--- src/shared/lft_pkg.sv ---
// constants and types for the lcd frame timing and drive configuration block
package lft_pkg;

   localparam int unsigned LFT_CLK_HZ = 125000000;
   localparam int unsigned LFT_OSC_HZ = 230000;
   // rounded down so the internal tick is never slower than nominal
   localparam int unsigned LFT_OSC_DIV = LFT_CLK_HZ / LFT_OSC_HZ;
   localparam logic [9:0] LFT_OSC_LAST = 10'(LFT_OSC_DIV - 1);

   localparam logic [5:0] LFT_FRAME_TICKS = 6'h30;
   localparam logic [3:0] LFT_ROW_TICKS_8 = 4'h6;
   localparam logic [3:0] LFT_ROW_TICKS_6 = 4'h8;
   localparam logic [3:0] LFT_ROW_TICKS_4 = 4'hc;

   localparam logic [2:0] LFT_FF_PATTERN = 3'h1;
   localparam logic [5:0] LFT_MUX_PATTERN = 6'h00;
   localparam logic [5:0] LFT_BIAS_PATTERN = 6'h01;
   localparam logic [4:0] LFT_OSC_PATTERN = 5'h03;
   localparam int unsigned LFT_EFR_BIT = 2;
   localparam int unsigned LFT_COE_BIT = 1;
   localparam int unsigned LFT_SRC_BIT = 0;

   localparam logic [4:0] LFT_FD_RESET = 5'h0e;
   localparam logic [4:0] LFT_FD_LAST = 5'h16;
   localparam logic [6:0] LFT_Q_RESET = 7'h18;
   localparam logic [1:0] LFT_MUX_RESET = 2'h0;
   localparam logic [1:0] LFT_BIAS_RESET = 2'h0;

   typedef logic [6:0] lft_q_t;
   localparam lft_q_t LFT_Q_TABLE [0:22] = '{
      7'h50, 7'h44, 7'h3c, 7'h35, 7'h30, 7'h2c, 7'h28, 7'h25, 7'h22, 7'h20, 7'h1e, 7'h1c,
      7'h1b, 7'h19, 7'h18, 7'h17, 7'h16, 7'h15, 7'h14, 7'h13, 7'h12, 7'h11, 7'h10};

   typedef enum logic [1:0] {
      LFT_BIAS_QUARTER,
      LFT_BIAS_THIRD,
      LFT_BIAS_HALF
   } lft_bias_e;

   typedef struct packed {
      logic ext_fast;
      logic clk_out_en;
      logic ext_src;
      logic [1:0] mux_sel;
      logic [1:0] bias_sel;
      logic [4:0] fd_code;
      lft_q_t q;
   } lft_cfg_s;

   typedef struct packed {
      logic valid;
      logic [7:0] data;
   } lft_cmd_s;

   typedef struct packed {
      logic out;
      logic oe;
   } lft_pin_s;

endpackage

--- src/logic/lft_top.sv ---
// lcd frame timing, clock pin control and drive configuration
`timescale 1ns/1ps
`default_nettype none
module lft_top
   import lft_pkg::*;
(
   input wire logic CLK_I,
   input wire logic SYS_RST_I,
   input wire logic CMD_VALID_I,
   input wire logic [7:0] CMD_BYTE_I,
   input wire logic POWER_DOWN_BIT_I,
   input wire logic CLOCK_IO_PIN_I,
   output logic CLOCK_IO_PIN_O,
   output logic CLOCK_IO_PIN_OE_O,
   output logic FRAME_O,
   output logic ROW_LOAD_O,
   output logic [2:0] BACKPLANE_O,
   output logic [3:0] BACKPLANES_O,
   output logic [1:0] BIAS_O,
   output logic EXTERNAL_FREQ_RANGE_O,
   output logic CLOCK_OUTPUT_ENABLE_O,
   output logic CLOCK_SOURCE_EXT_O,
   output logic [4:0] FRAME_DIVIDER_CODE_O,
   output logic [6:0] DIVIDE_FACTOR_O
);

   typedef struct packed {
      lft_cfg_s cfg;
      lft_pin_s pin;
      logic [2:0] sync;
      logic [9:0] osc_cnt;
      logic [6:0] q_cnt;
      logic [5:0] frame_cnt;
      logic [3:0] row_cnt;
      logic [2:0] row;
      logic frame;
      logic row_load;
   } lft_state_s;

   lft_state_s st_reg;
   lft_state_s st_next;
   lft_cmd_s cmd;

   assign cmd = '{valid: CMD_VALID_I, data: CMD_BYTE_I};

   ////////////////////////////////////////////////////////////////////////////
   // decode helpers

   function automatic lft_bias_e bias_of(input logic [1:0] sel);
      bias_of = LFT_BIAS_QUARTER;
      unique case (sel)
         2'h0, 2'h1: bias_of = LFT_BIAS_QUARTER;
         2'h2: bias_of = LFT_BIAS_HALF;
         2'h3: bias_of = LFT_BIAS_THIRD;
      endcase
   endfunction

   function automatic logic [3:0] row_ticks_of(input logic [1:0] sel);
      row_ticks_of = LFT_ROW_TICKS_8;
      unique case (sel)
         2'h0, 2'h1: row_ticks_of = LFT_ROW_TICKS_8;
         2'h2: row_ticks_of = LFT_ROW_TICKS_6;
         2'h3: row_ticks_of = LFT_ROW_TICKS_4;
      endcase
   endfunction

   function automatic logic [3:0] planes_of(input logic [1:0] sel);
      planes_of = 4'h8;
      unique case (sel)
         2'h0, 2'h1: planes_of = 4'h8;
         2'h2: planes_of = 4'h6;
         2'h3: planes_of = 4'h4;
      endcase
   endfunction

   ////////////////////////////////////////////////////////////////////////////
   // next state

   always_comb begin
      logic osc_tick;
      logic ext_rise;
      logic base_tick;
      logic lcd_tick;
      logic [3:0] row_ticks;
      logic mux_cmd;
      st_next = st_reg;
      osc_tick = 1'b0;
      ext_rise = 1'b0;
      base_tick = 1'b0;
      lcd_tick = 1'b0;
      mux_cmd = 1'b0;
      row_ticks = row_ticks_of(st_reg.cfg.mux_sel);
      st_next.frame = 1'b0;
      st_next.row_load = 1'b0;

      // command bytes; fixed upper bits select the target
      if (cmd.valid) begin
         if (cmd.data[7:5] == LFT_FF_PATTERN) begin
            if (cmd.data[4:0] <= LFT_FD_LAST) begin
               st_next.cfg.fd_code = cmd.data[4:0];
               st_next.cfg.q = LFT_Q_TABLE[cmd.data[4:0]];
            end
         end else if (cmd.data[7:2] == LFT_MUX_PATTERN) begin
            st_next.cfg.mux_sel = cmd.data[1:0];
            mux_cmd = 1'b1;
         end else if (cmd.data[7:2] == LFT_BIAS_PATTERN) begin
            st_next.cfg.bias_sel = cmd.data[1:0];
         end else if (cmd.data[7:3] == LFT_OSC_PATTERN) begin
            st_next.cfg.ext_fast = cmd.data[LFT_EFR_BIT];
            st_next.cfg.clk_out_en = cmd.data[LFT_COE_BIT];
            st_next.cfg.ext_src = cmd.data[LFT_SRC_BIT];
         end
      end

      // pin synchroniser; only stages two and three feed the edge detector
      st_next.sync = {st_reg.sync[1:0], CLOCK_IO_PIN_I};
      ext_rise = st_reg.sync[1] & ~st_reg.sync[2];

      // internal oscillator stops in power-down to save current
      if (POWER_DOWN_BIT_I || st_reg.cfg.ext_src) begin
         st_next.osc_cnt = '0;
      end else if (st_reg.osc_cnt >= LFT_OSC_LAST) begin
         st_next.osc_cnt = '0;
         osc_tick = 1'b1;
      end else begin
         st_next.osc_cnt = st_reg.osc_cnt + 10'h001;
      end

      base_tick = st_reg.cfg.ext_src ? ext_rise : osc_tick;

      // prescaler by q, bypassed for the slow external clock
      if (st_reg.cfg.ext_src && !st_reg.cfg.ext_fast) begin
         lcd_tick = base_tick;
         st_next.q_cnt = '0;
      end else if (base_tick) begin
         if (st_reg.q_cnt >= st_reg.cfg.q - 7'h01) begin
            st_next.q_cnt = '0;
            lcd_tick = 1'b1;
         end else begin
            st_next.q_cnt = st_reg.q_cnt + 7'h01;
         end
      end

      // 48 lcd ticks to the frame, split evenly over the backplanes
      if (lcd_tick) begin
         if (st_reg.frame_cnt >= LFT_FRAME_TICKS - 6'h01) begin
            st_next.frame_cnt = '0;
            st_next.row_cnt = '0;
            st_next.row = '0;
            st_next.frame = 1'b1;
            st_next.row_load = 1'b1;
         end else begin
            st_next.frame_cnt = st_reg.frame_cnt + 6'h01;
            if (st_reg.row_cnt >= row_ticks - 4'h1) begin
               st_next.row_cnt = '0;
               st_next.row = st_reg.row + 3'h1;
               st_next.row_load = 1'b1;
            end else begin
               st_next.row_cnt = st_reg.row_cnt + 4'h1;
            end
         end
      end

      // a new plane count restarts the frame;
      // one short frame is cheaper than showing
      // a backplane index the new mode lacks
      if (mux_cmd) begin
         st_next.frame_cnt = '0;
         st_next.row_cnt = '0;
         st_next.row = '0;
         st_next.row_load = 1'b1;
      end

      // clock pin; an external source keeps it an input, power-down included
      // duty cycle of the intermediate clock varies with q
      if (st_reg.cfg.ext_src) begin
         st_next.pin.oe = 1'b0;
         st_next.pin.out = 1'b0;
      end else if (POWER_DOWN_BIT_I) begin
         st_next.pin.oe = st_reg.cfg.clk_out_en;
         st_next.pin.out = 1'b1;
      end else begin
         st_next.pin.oe = st_reg.cfg.clk_out_en;
         st_next.pin.out = st_reg.q_cnt < {1'b0, st_reg.cfg.q[6:1]};
      end
   end

   ////////////////////////////////////////////////////////////////////////////
   // state register

   always_ff @(posedge CLK_I or posedge SYS_RST_I) begin
      if (SYS_RST_I) begin
         st_reg <= '0;
         st_reg.cfg.fd_code <= LFT_FD_RESET;
         st_reg.cfg.q <= LFT_Q_RESET;
         st_reg.cfg.mux_sel <= LFT_MUX_RESET;
         st_reg.cfg.bias_sel <= LFT_BIAS_RESET;
         st_reg.pin.oe <= 1'b0;
      end else begin
         st_reg <= st_next;
      end
   end

   ////////////////////////////////////////////////////////////////////////////
   // outputs

   assign CLOCK_IO_PIN_O = st_reg.pin.out;
   assign CLOCK_IO_PIN_OE_O = st_reg.pin.oe;
   assign FRAME_O = st_reg.frame;
   assign ROW_LOAD_O = st_reg.row_load;
   assign BACKPLANE_O = st_reg.row;
   assign BACKPLANES_O = planes_of(st_reg.cfg.mux_sel);
   assign BIAS_O = bias_of(st_reg.cfg.bias_sel);
   assign EXTERNAL_FREQ_RANGE_O = st_reg.cfg.ext_fast;
   assign CLOCK_OUTPUT_ENABLE_O = st_reg.cfg.clk_out_en;
   assign CLOCK_SOURCE_EXT_O = st_reg.cfg.ext_src;
   assign FRAME_DIVIDER_CODE_O = st_reg.cfg.fd_code;
   assign DIVIDE_FACTOR_O = st_reg.cfg.q;

endmodule
`default_nettype wire

--- config.mk ---
export PLATFORM = sky130hd
export DESIGN_NAME = lft_top
export DESIGN_NICKNAME = d
export VERILOG_FILES = /design/src/shared/lft_pkg.sv /design/src/logic/lft_top.sv
export SDC_FILE = /design/constraint.sdc
export NUM_CORES = 1
export LEC_CHECK = 0
export ABC_AREA = 1
export BUFFER_PORTS_ARGS = -buffer_cell sky130_fd_sc_hd__buf_2
export CORE_UTILIZATION = 62
export DETAILED_ROUTE_END_ITERATION = 6
export PLACE_DENSITY_LB_ADDON = 0.05
export SYNTH_ARGS = -nofsm -noshare
export SYNTH_HDL_FRONTEND = slang
export SYNTH_SLANG_ARGS = --single-unit
--- constraint.sdc ---
create_clock -name CLK_I -period 4.1 [get_ports CLK_I]
set_input_delay 0.82 -clock CLK_I [delete_from_list [all_inputs] [get_ports CLK_I]]
set_output_delay 0.82 -clock CLK_I [all_outputs]
set_load 0.02 [all_outputs]
==> Yosys cells after proc, flatten, opt, wreduce, memory -nomap -nowiden <==
Memories as Yosys holds them, arrays and structs flattened. A register that Yosys moved wholly into a read port is not among the register bits.
Cells that the tools add are included.
Widths: inputs -> output; s select.
{ "word_totals": {"output_inout_bits": 28, "inputBits": 13, "mem_count": 1, "ff_bits": 49, "word_cells": 89, "romBits": 224} }
{ "classes": {"add_sub_neg": 7, "mux": 28, "eq_ne": 9, "magnitude_cmp": 6, "bitwise": 6, "n_reduce_logical": 16} }
{ "memory_table": {"columns": ["name", "words", "word_bits", "rd", "rd_clocked_by_memory_dff", "wr", "line_no", "rtl"], "rows": [
  ["(no name shown)", 32, 7, 1, 1, 0, "lft_top.sv:101", "st_next.cfg.q = LFT_Q_TABLE[cmd.data[4:0]];"]
]} }
{ "op_table": {"columns": ["cell", "count"], "rows": [
  ["$mux 13", 2],
  ["$pmux 4 s3", 2],
  ["$mux 7", 3],
  ["$mux 10", 2],
  ["$mux 15", 1],
  ["$mux 1", 13],
  ["$add 10x1->10 const B", 1],
  ["$ge 10x10->1 const B", 1],
  ["$eq 2x2->1 const B", 4],
  ["$add 7x1->7 const B", 1],
  ["$ge 7x7->1", 1],
  ["$lt 7x6->1", 1],
  ["$sub 7x1->7 const B", 1],
  ["$add 6x1->6 const B", 1],
  ["$eq 6x1->1 const B", 1],
  ["$ge 6x6->1 const B", 1],
  ["$logic_not 6->1", 1],
  ["$not 5->6", 1],
  ["$pmux 2 s3", 1],
  ["$reduce_and 3->1", 2],
  ["$eq 5x2->1 const B", 1],
  ["$le 5x5->1 const B", 1],
  ["$reduce_and 5->1", 1],
  ["$add 4x1->4 const B", 1],
  ["other kinds (19)", 27]
]} }

==> Logic depth before layout (Yosys ltp) <==
{ "logic_depth": {"word_depth": 9, "mapped_depth": 14, "mapped_depth_nobuf": 14} }

==> Least setup slack after synthesis <==
Ideal clock, no wire load.
{ "synth_path": {"kind": "flip-flop to flip-flop", "start": "register, netlist name DIVIDE_FACTOR_O[0]", "end": "register st_reg[5] (netlist bit)", "path_buffers": 0, "required_ps": 3979, "setup_time_ps": 121, "slack_ps": 1952, "stages_incl_launch_ff": 14, "period_less_slack_ps": 2148, "t_arrival_ps": 2028, "path_cell_list": "dfrtp_1 > inv_1 > ha_1 > nand3_1 > nor3_1 > xor2_1 > ha_1 > nand2_1 > a21oi_1 > nor2_2 > nand2_2 > nand2_8 > nand2_2 > o21ai_1"} }
{ "synth_between": {"elab_chain_cells": 6} }
{ "synth_rtl": {"columns": ["item", "line_no", "rtl"], "rows": [
  ["$sub 7x1->7", "lft_top.sv:136", "if (st_reg.q_cnt >= st_reg.cfg.q - 7'h01) begin"],
  ["$ge 7x7->1", "lft_top.sv:136", null],
  ["$mux 1", "lft_top.sv:136", null],
  ["$mux 1", "lft_top.sv:135", "end else if (base_tick) begin"],
  ["$mux 1", "lft_top.sv:132", "if (st_reg.cfg.ext_src && !st_reg.cfg.ext_fast) begin"],
  ["$reduce_bool 2->1 (no line)", null, null],
  ["to (signal assigned)", "lft_top.sv:200", "st_reg <= st_next;"],
  ["to (decl)", "lft_top.sv:40", "lft_state_s st_reg;"]
]} }
No other way between the ends.
A chain may end at the register's enable or synchronous reset.

==> Worst setup path after layout <==
{ "layout_path": {"start": "register, netlist name DIVIDE_FACTOR_O[0]", "end": "register st_reg[9] (netlist bit)"} }
{ "layout_between": {"elab_chain_cells": 6} }
{ "layout_rtl": {"columns": ["item", "line_no"], "rows": [
  ["$sub 7x1->7", "lft_top.sv:136"],
  ["$ge 7x7->1", "lft_top.sv:136"],
  ["$mux 1", "lft_top.sv:136"],
  ["$mux 1", "lft_top.sv:135"],
  ["$mux 1", "lft_top.sv:132"],
  ["$reduce_bool 2->1 (no line)", null]
]} }
No other way between the ends.

==> key figures <==
Clock network
  • H-tree Lvls: 2
  • Total CTS buffers: 5
  • # Post-CTS Setup Buffers: 0
  • Clock Path Buffers: 2
  • Hold_buf cts: 0
  • TritonCTS clock tree: yes
  • CTS resizes: 0
  • Clock latency on the worst-skew pair: ~0.31 ns
  • CTS Root Cell: clkbuf_8
  • Clock transition at path regs: 0.10 ns
  • Clock sink count: 56

Synth
  • Adder-cell share of the synthesized area: 0.100
  • Synth warn: 0
  • Synth Register Bits: 56
  • Mux contribution to synthesized area: 0
  • Syn_area_per_cell: 8.26 sq um
  • Post-synth EDFFs: 0
  • Netlist cell types: 37
  • Synth Area in Compound Gates: 0.0919
  • Synth Instances: 422
  • Largest family of logic cells by synthesized area: simple AND/OR/NAND/NOR gates
  • Fraction of registers with async set or reset after synthesis: 1.00
  • Post-Syn Area: roughly 3500 sq um
  • Register area share after synthesis: 0.404
  • Synth Area in Simple Gates: 0.258
  • Dominant synthesized flop cell: dfrtp_1
  • Syn nets: ~460
  • Area share of xor/xnor cells in the synthesized design: 0.0427

Global routing
  • Global Route Usage Sum: 0.255
  • GRT overflow: 0
  • Largest net degree at the start of global routing: 35
  • Initial antenna violation count: 0
  • Vias in the first global route: 2587
  • First-pass GRT wire length: 12.1 mm

Floorplan
  • Cell Rows: 26
  • Chip height: 77.0 microns
  • Top Ports: 41
  • Die Footprint: 5930 sq um
  • Initial core utilization: 0.662
  • Core ar.: approximately 5300 sq um
  • Die X: 77.0 microns

Finish
  • Area growth syn-to-layout: 7.54%
  • Most frequent cells in the layout: nand2_1 (87), dfrtp_1 (51), inv_1 (47)
  • Nets@finish: 490
  • Register area: 1410 sq um
  • Multi-input gate area: 1720 sq um
  • Final Util: 0.712
  • Max FFs per register: 32
  • Layout cells sized above 1: 0.184
  • Antenna cells: 0
  • Most common cell after layout, fill and taps aside: nand2_1
  • Filler cells: 436

Setup path
  • Reg2Reg Capture Point: st_reg[9]$_DFFE_PP0P_
  • CP Capture Type: flip-flop
  • CP Launch Type: flip-flop
  • CP Launch Point: DIVIDE_FACTOR_O[0]$_DFFE_PP0P_
  • R2r worst-path depth: 14
  • Critical path data arrival time: 2.67 ns
  • Crit Path Class: flip-flop to flip-flop
  • Critical path's largest stage delay: 0.38 ns
  • Reg2Reg Setup Slack: 1.67 ns
  • CP Max Fanout: 10
  • Worst path required time: 4.35 ns
  • Reg-to-Reg Start: DIVIDE_FACTOR_O[0]$_DFFE_PP0P_
  • CP Cell Sequence: inv_1, ha_1, nand3_1, nor3_1, xor2_1, ha_1, nand2_1, a21oi_1, nor2_2, nand2_2, nand2_8, nor2_8, nand2_1, o21ai_2
  • Critical-path top delay cell: dfrtp_1

STA
  • Worst-Margin Slew: between 0.7 and 0.8 ns
  • Setup Skew: between 0.007 and 0.008 ns
  • Setup violators final: 0
  • RSZ-0062 raised after global routing: no
  • F_max: about 400 MHz
  • Final Hold Fails: 0
  • Hold slack: 0.365 ns
  • Final Critical Period: 2.43 ns
  • Pins Over Slew Limit: 0
  • Tcrit/Tclk final: 0.592
  • Max-slew headroom: 0.501
  • Setup TNS Final: 0 ns

Min path
  • Hold_sp: st_next[33]$_DFF_PP0_
  • Min-Delay Path Class: flip-flop to flip-flop
  • Cells on Worst Hold Path: 0
  • Worst Hold End: st_next[34]$_DFF_PP0_

Power
  • Final Power: 1.81 mW
  • Max VDD drop: 0.279 mV
  • Cell area power density: 482 nW/um^2
  • Leakage Power: 2.02 nW

Route
  • Initial DRC Count: 144
  • Avg WL per Cell: 13.4 microns
  • First-pass detailed-route iteration total: 4
  • Post-route DRC: 0
  • ANT nets after route: 0
  • WL final: 6.96 mm
  • Drt via density: 5.42
  • DR vias: 2816

Placement
  • Final GP Congestion: 0.802
  • Dpl hpwl: 5.06 mm
  • Port bufs: 39

Job
  • Max Cap Viol: 0

Outcome
  • Status: finished clean
==> critical path, delay by kind of cell (launching register included) <==
kind	cells	cell delay (ns)
and+or+nand+nor	8	0.95
xor gates and xnor gates	1	0.11
AOI/OAI and AO/OA	2	0.27
buffers and inverters	1	0.12
DFF	1	0.38
adders and majority gates	2	0.52
==> cell type report <==
cell class / count / area share
Clock inverter: 1 / 0.00801
Sequential cell: 56 / 0.375
Inverter: 54 / 0.0541
Tap cell: 70 / 0.0234
Clock buffer: 7 / 0.0257
Multi-Input combinational cell: 292 / 0.459
Timing Repair Buffer: 40 / 0.0541
==> synthesized netlist by cell type (2+ instances only) <==
| cell | number | area, sq um |
|---|---|---|
| a21oi_1 | 10 | 50.1 |
| nor3_1 | 7 | 35.0 |
| buf_6 | 2 | 22.5 |
| inv_2 | 6 | 22.5 |
| nor3b_1 | 2 | 15.0 |
| dfrtp_1 | 51 | 1280 |
| o21ai_2 | 5 | 43.8 |
| nand2_1 | 87 | 327 |
| nor2_2 | 5 | 31.3 |
| a21o_1 | 3 | 22.5 |
| nand3b_1 | 3 | 22.5 |
| nand2_4 | 2 | 22.5 |
| nand4_1 | 8 | 50.1 |
| a22oi_1 | 2 | 15.0 |
| buf_4 | 17 | 128 |
| inv_1 | 48 | 180 |
| o211ai_1 | 2 | 15.0 |
| dfstp_2 | 5 | 131 |
| nor2_1 | 38 | 143 |
| o21ai_0 | 19 | 95.1 |
| ha_1 | 28 | 350 |
| nand3_2 | 3 | 30.0 |
| xnor2_1 | 4 | 35.0 |
| o21ai_1 | 9 | 45.0 |
| nand2_2 | 5 | 31.3 |
| nand3_1 | 28 | 140 |
| xor2_1 | 13 | 114 |
==> per-layer routing <==
| metal | wire length, microns | track usage | part of all wire | up-vias |
|---|---|---|---|---|
| met5 | 0 | 0 | 0 | - |
| li1 | - | - | - | 1407 |
| met4 | 85 | 0.0830 | 0.012 | 0 |
| met1 | 3410 | 0.351 | 0.49 | 1348 |
| met2 | 3270 | 0.417 | 0.47 | 52 |
| met3 | 193 | 0.0321 | 0.028 | 9 |
==> how the worst max path moves through the flow <==
stage                                            end  slack, ns  cells after the start
after floorplan           BACKPLANE_O[0]$_DFFE_PP0P_       1.92                      1
after global placement         st_reg[5]$_DFFE_PP0P_       1.84                     13
after detailed placement       st_reg[5]$_DFFE_PP0P_       1.72                     13
after CTS                      st_reg[9]$_DFFE_PP0P_       1.71                     14
after global routing           st_reg[9]$_DFFE_PP0P_       1.44                     14
final                          st_reg[9]$_DFFE_PP0P_       1.67                     14
==> through the flow <==
step | instances | setup slack [ns] | area, sq um
3_5_place_dp | 512 | 1.72 | 3620
5_1_grt | 520 | 1.44 | 3750
6_report | 520 | 1.67 | 3750
3_3_place_gp | 512 | 1.84 | 3620
2_1_floorplan | 422 | 1.92 | 3490
4_1_cts | 520 | 1.71 | 3750
==> power by group <==
group          switching [mW]  leakage [nW]  total, mW  internal [mW]
clock network           0.177        0.0645      0.393          0.216
registers               0.105         0.715      0.768          0.663
logic                   0.412          1.24      0.646          0.235
total                   0.694          2.02       1.81           1.11
==> logic make-up after synthesis <==
kind of cell    after synthesis
buf+inv                      74
other cells                   1
flops                        56
xor+xnor                     17
compound gates               54
fa+ha+maj                    28
simple gates                192
No activity file was read; power rests on OpenSTA's default activity.
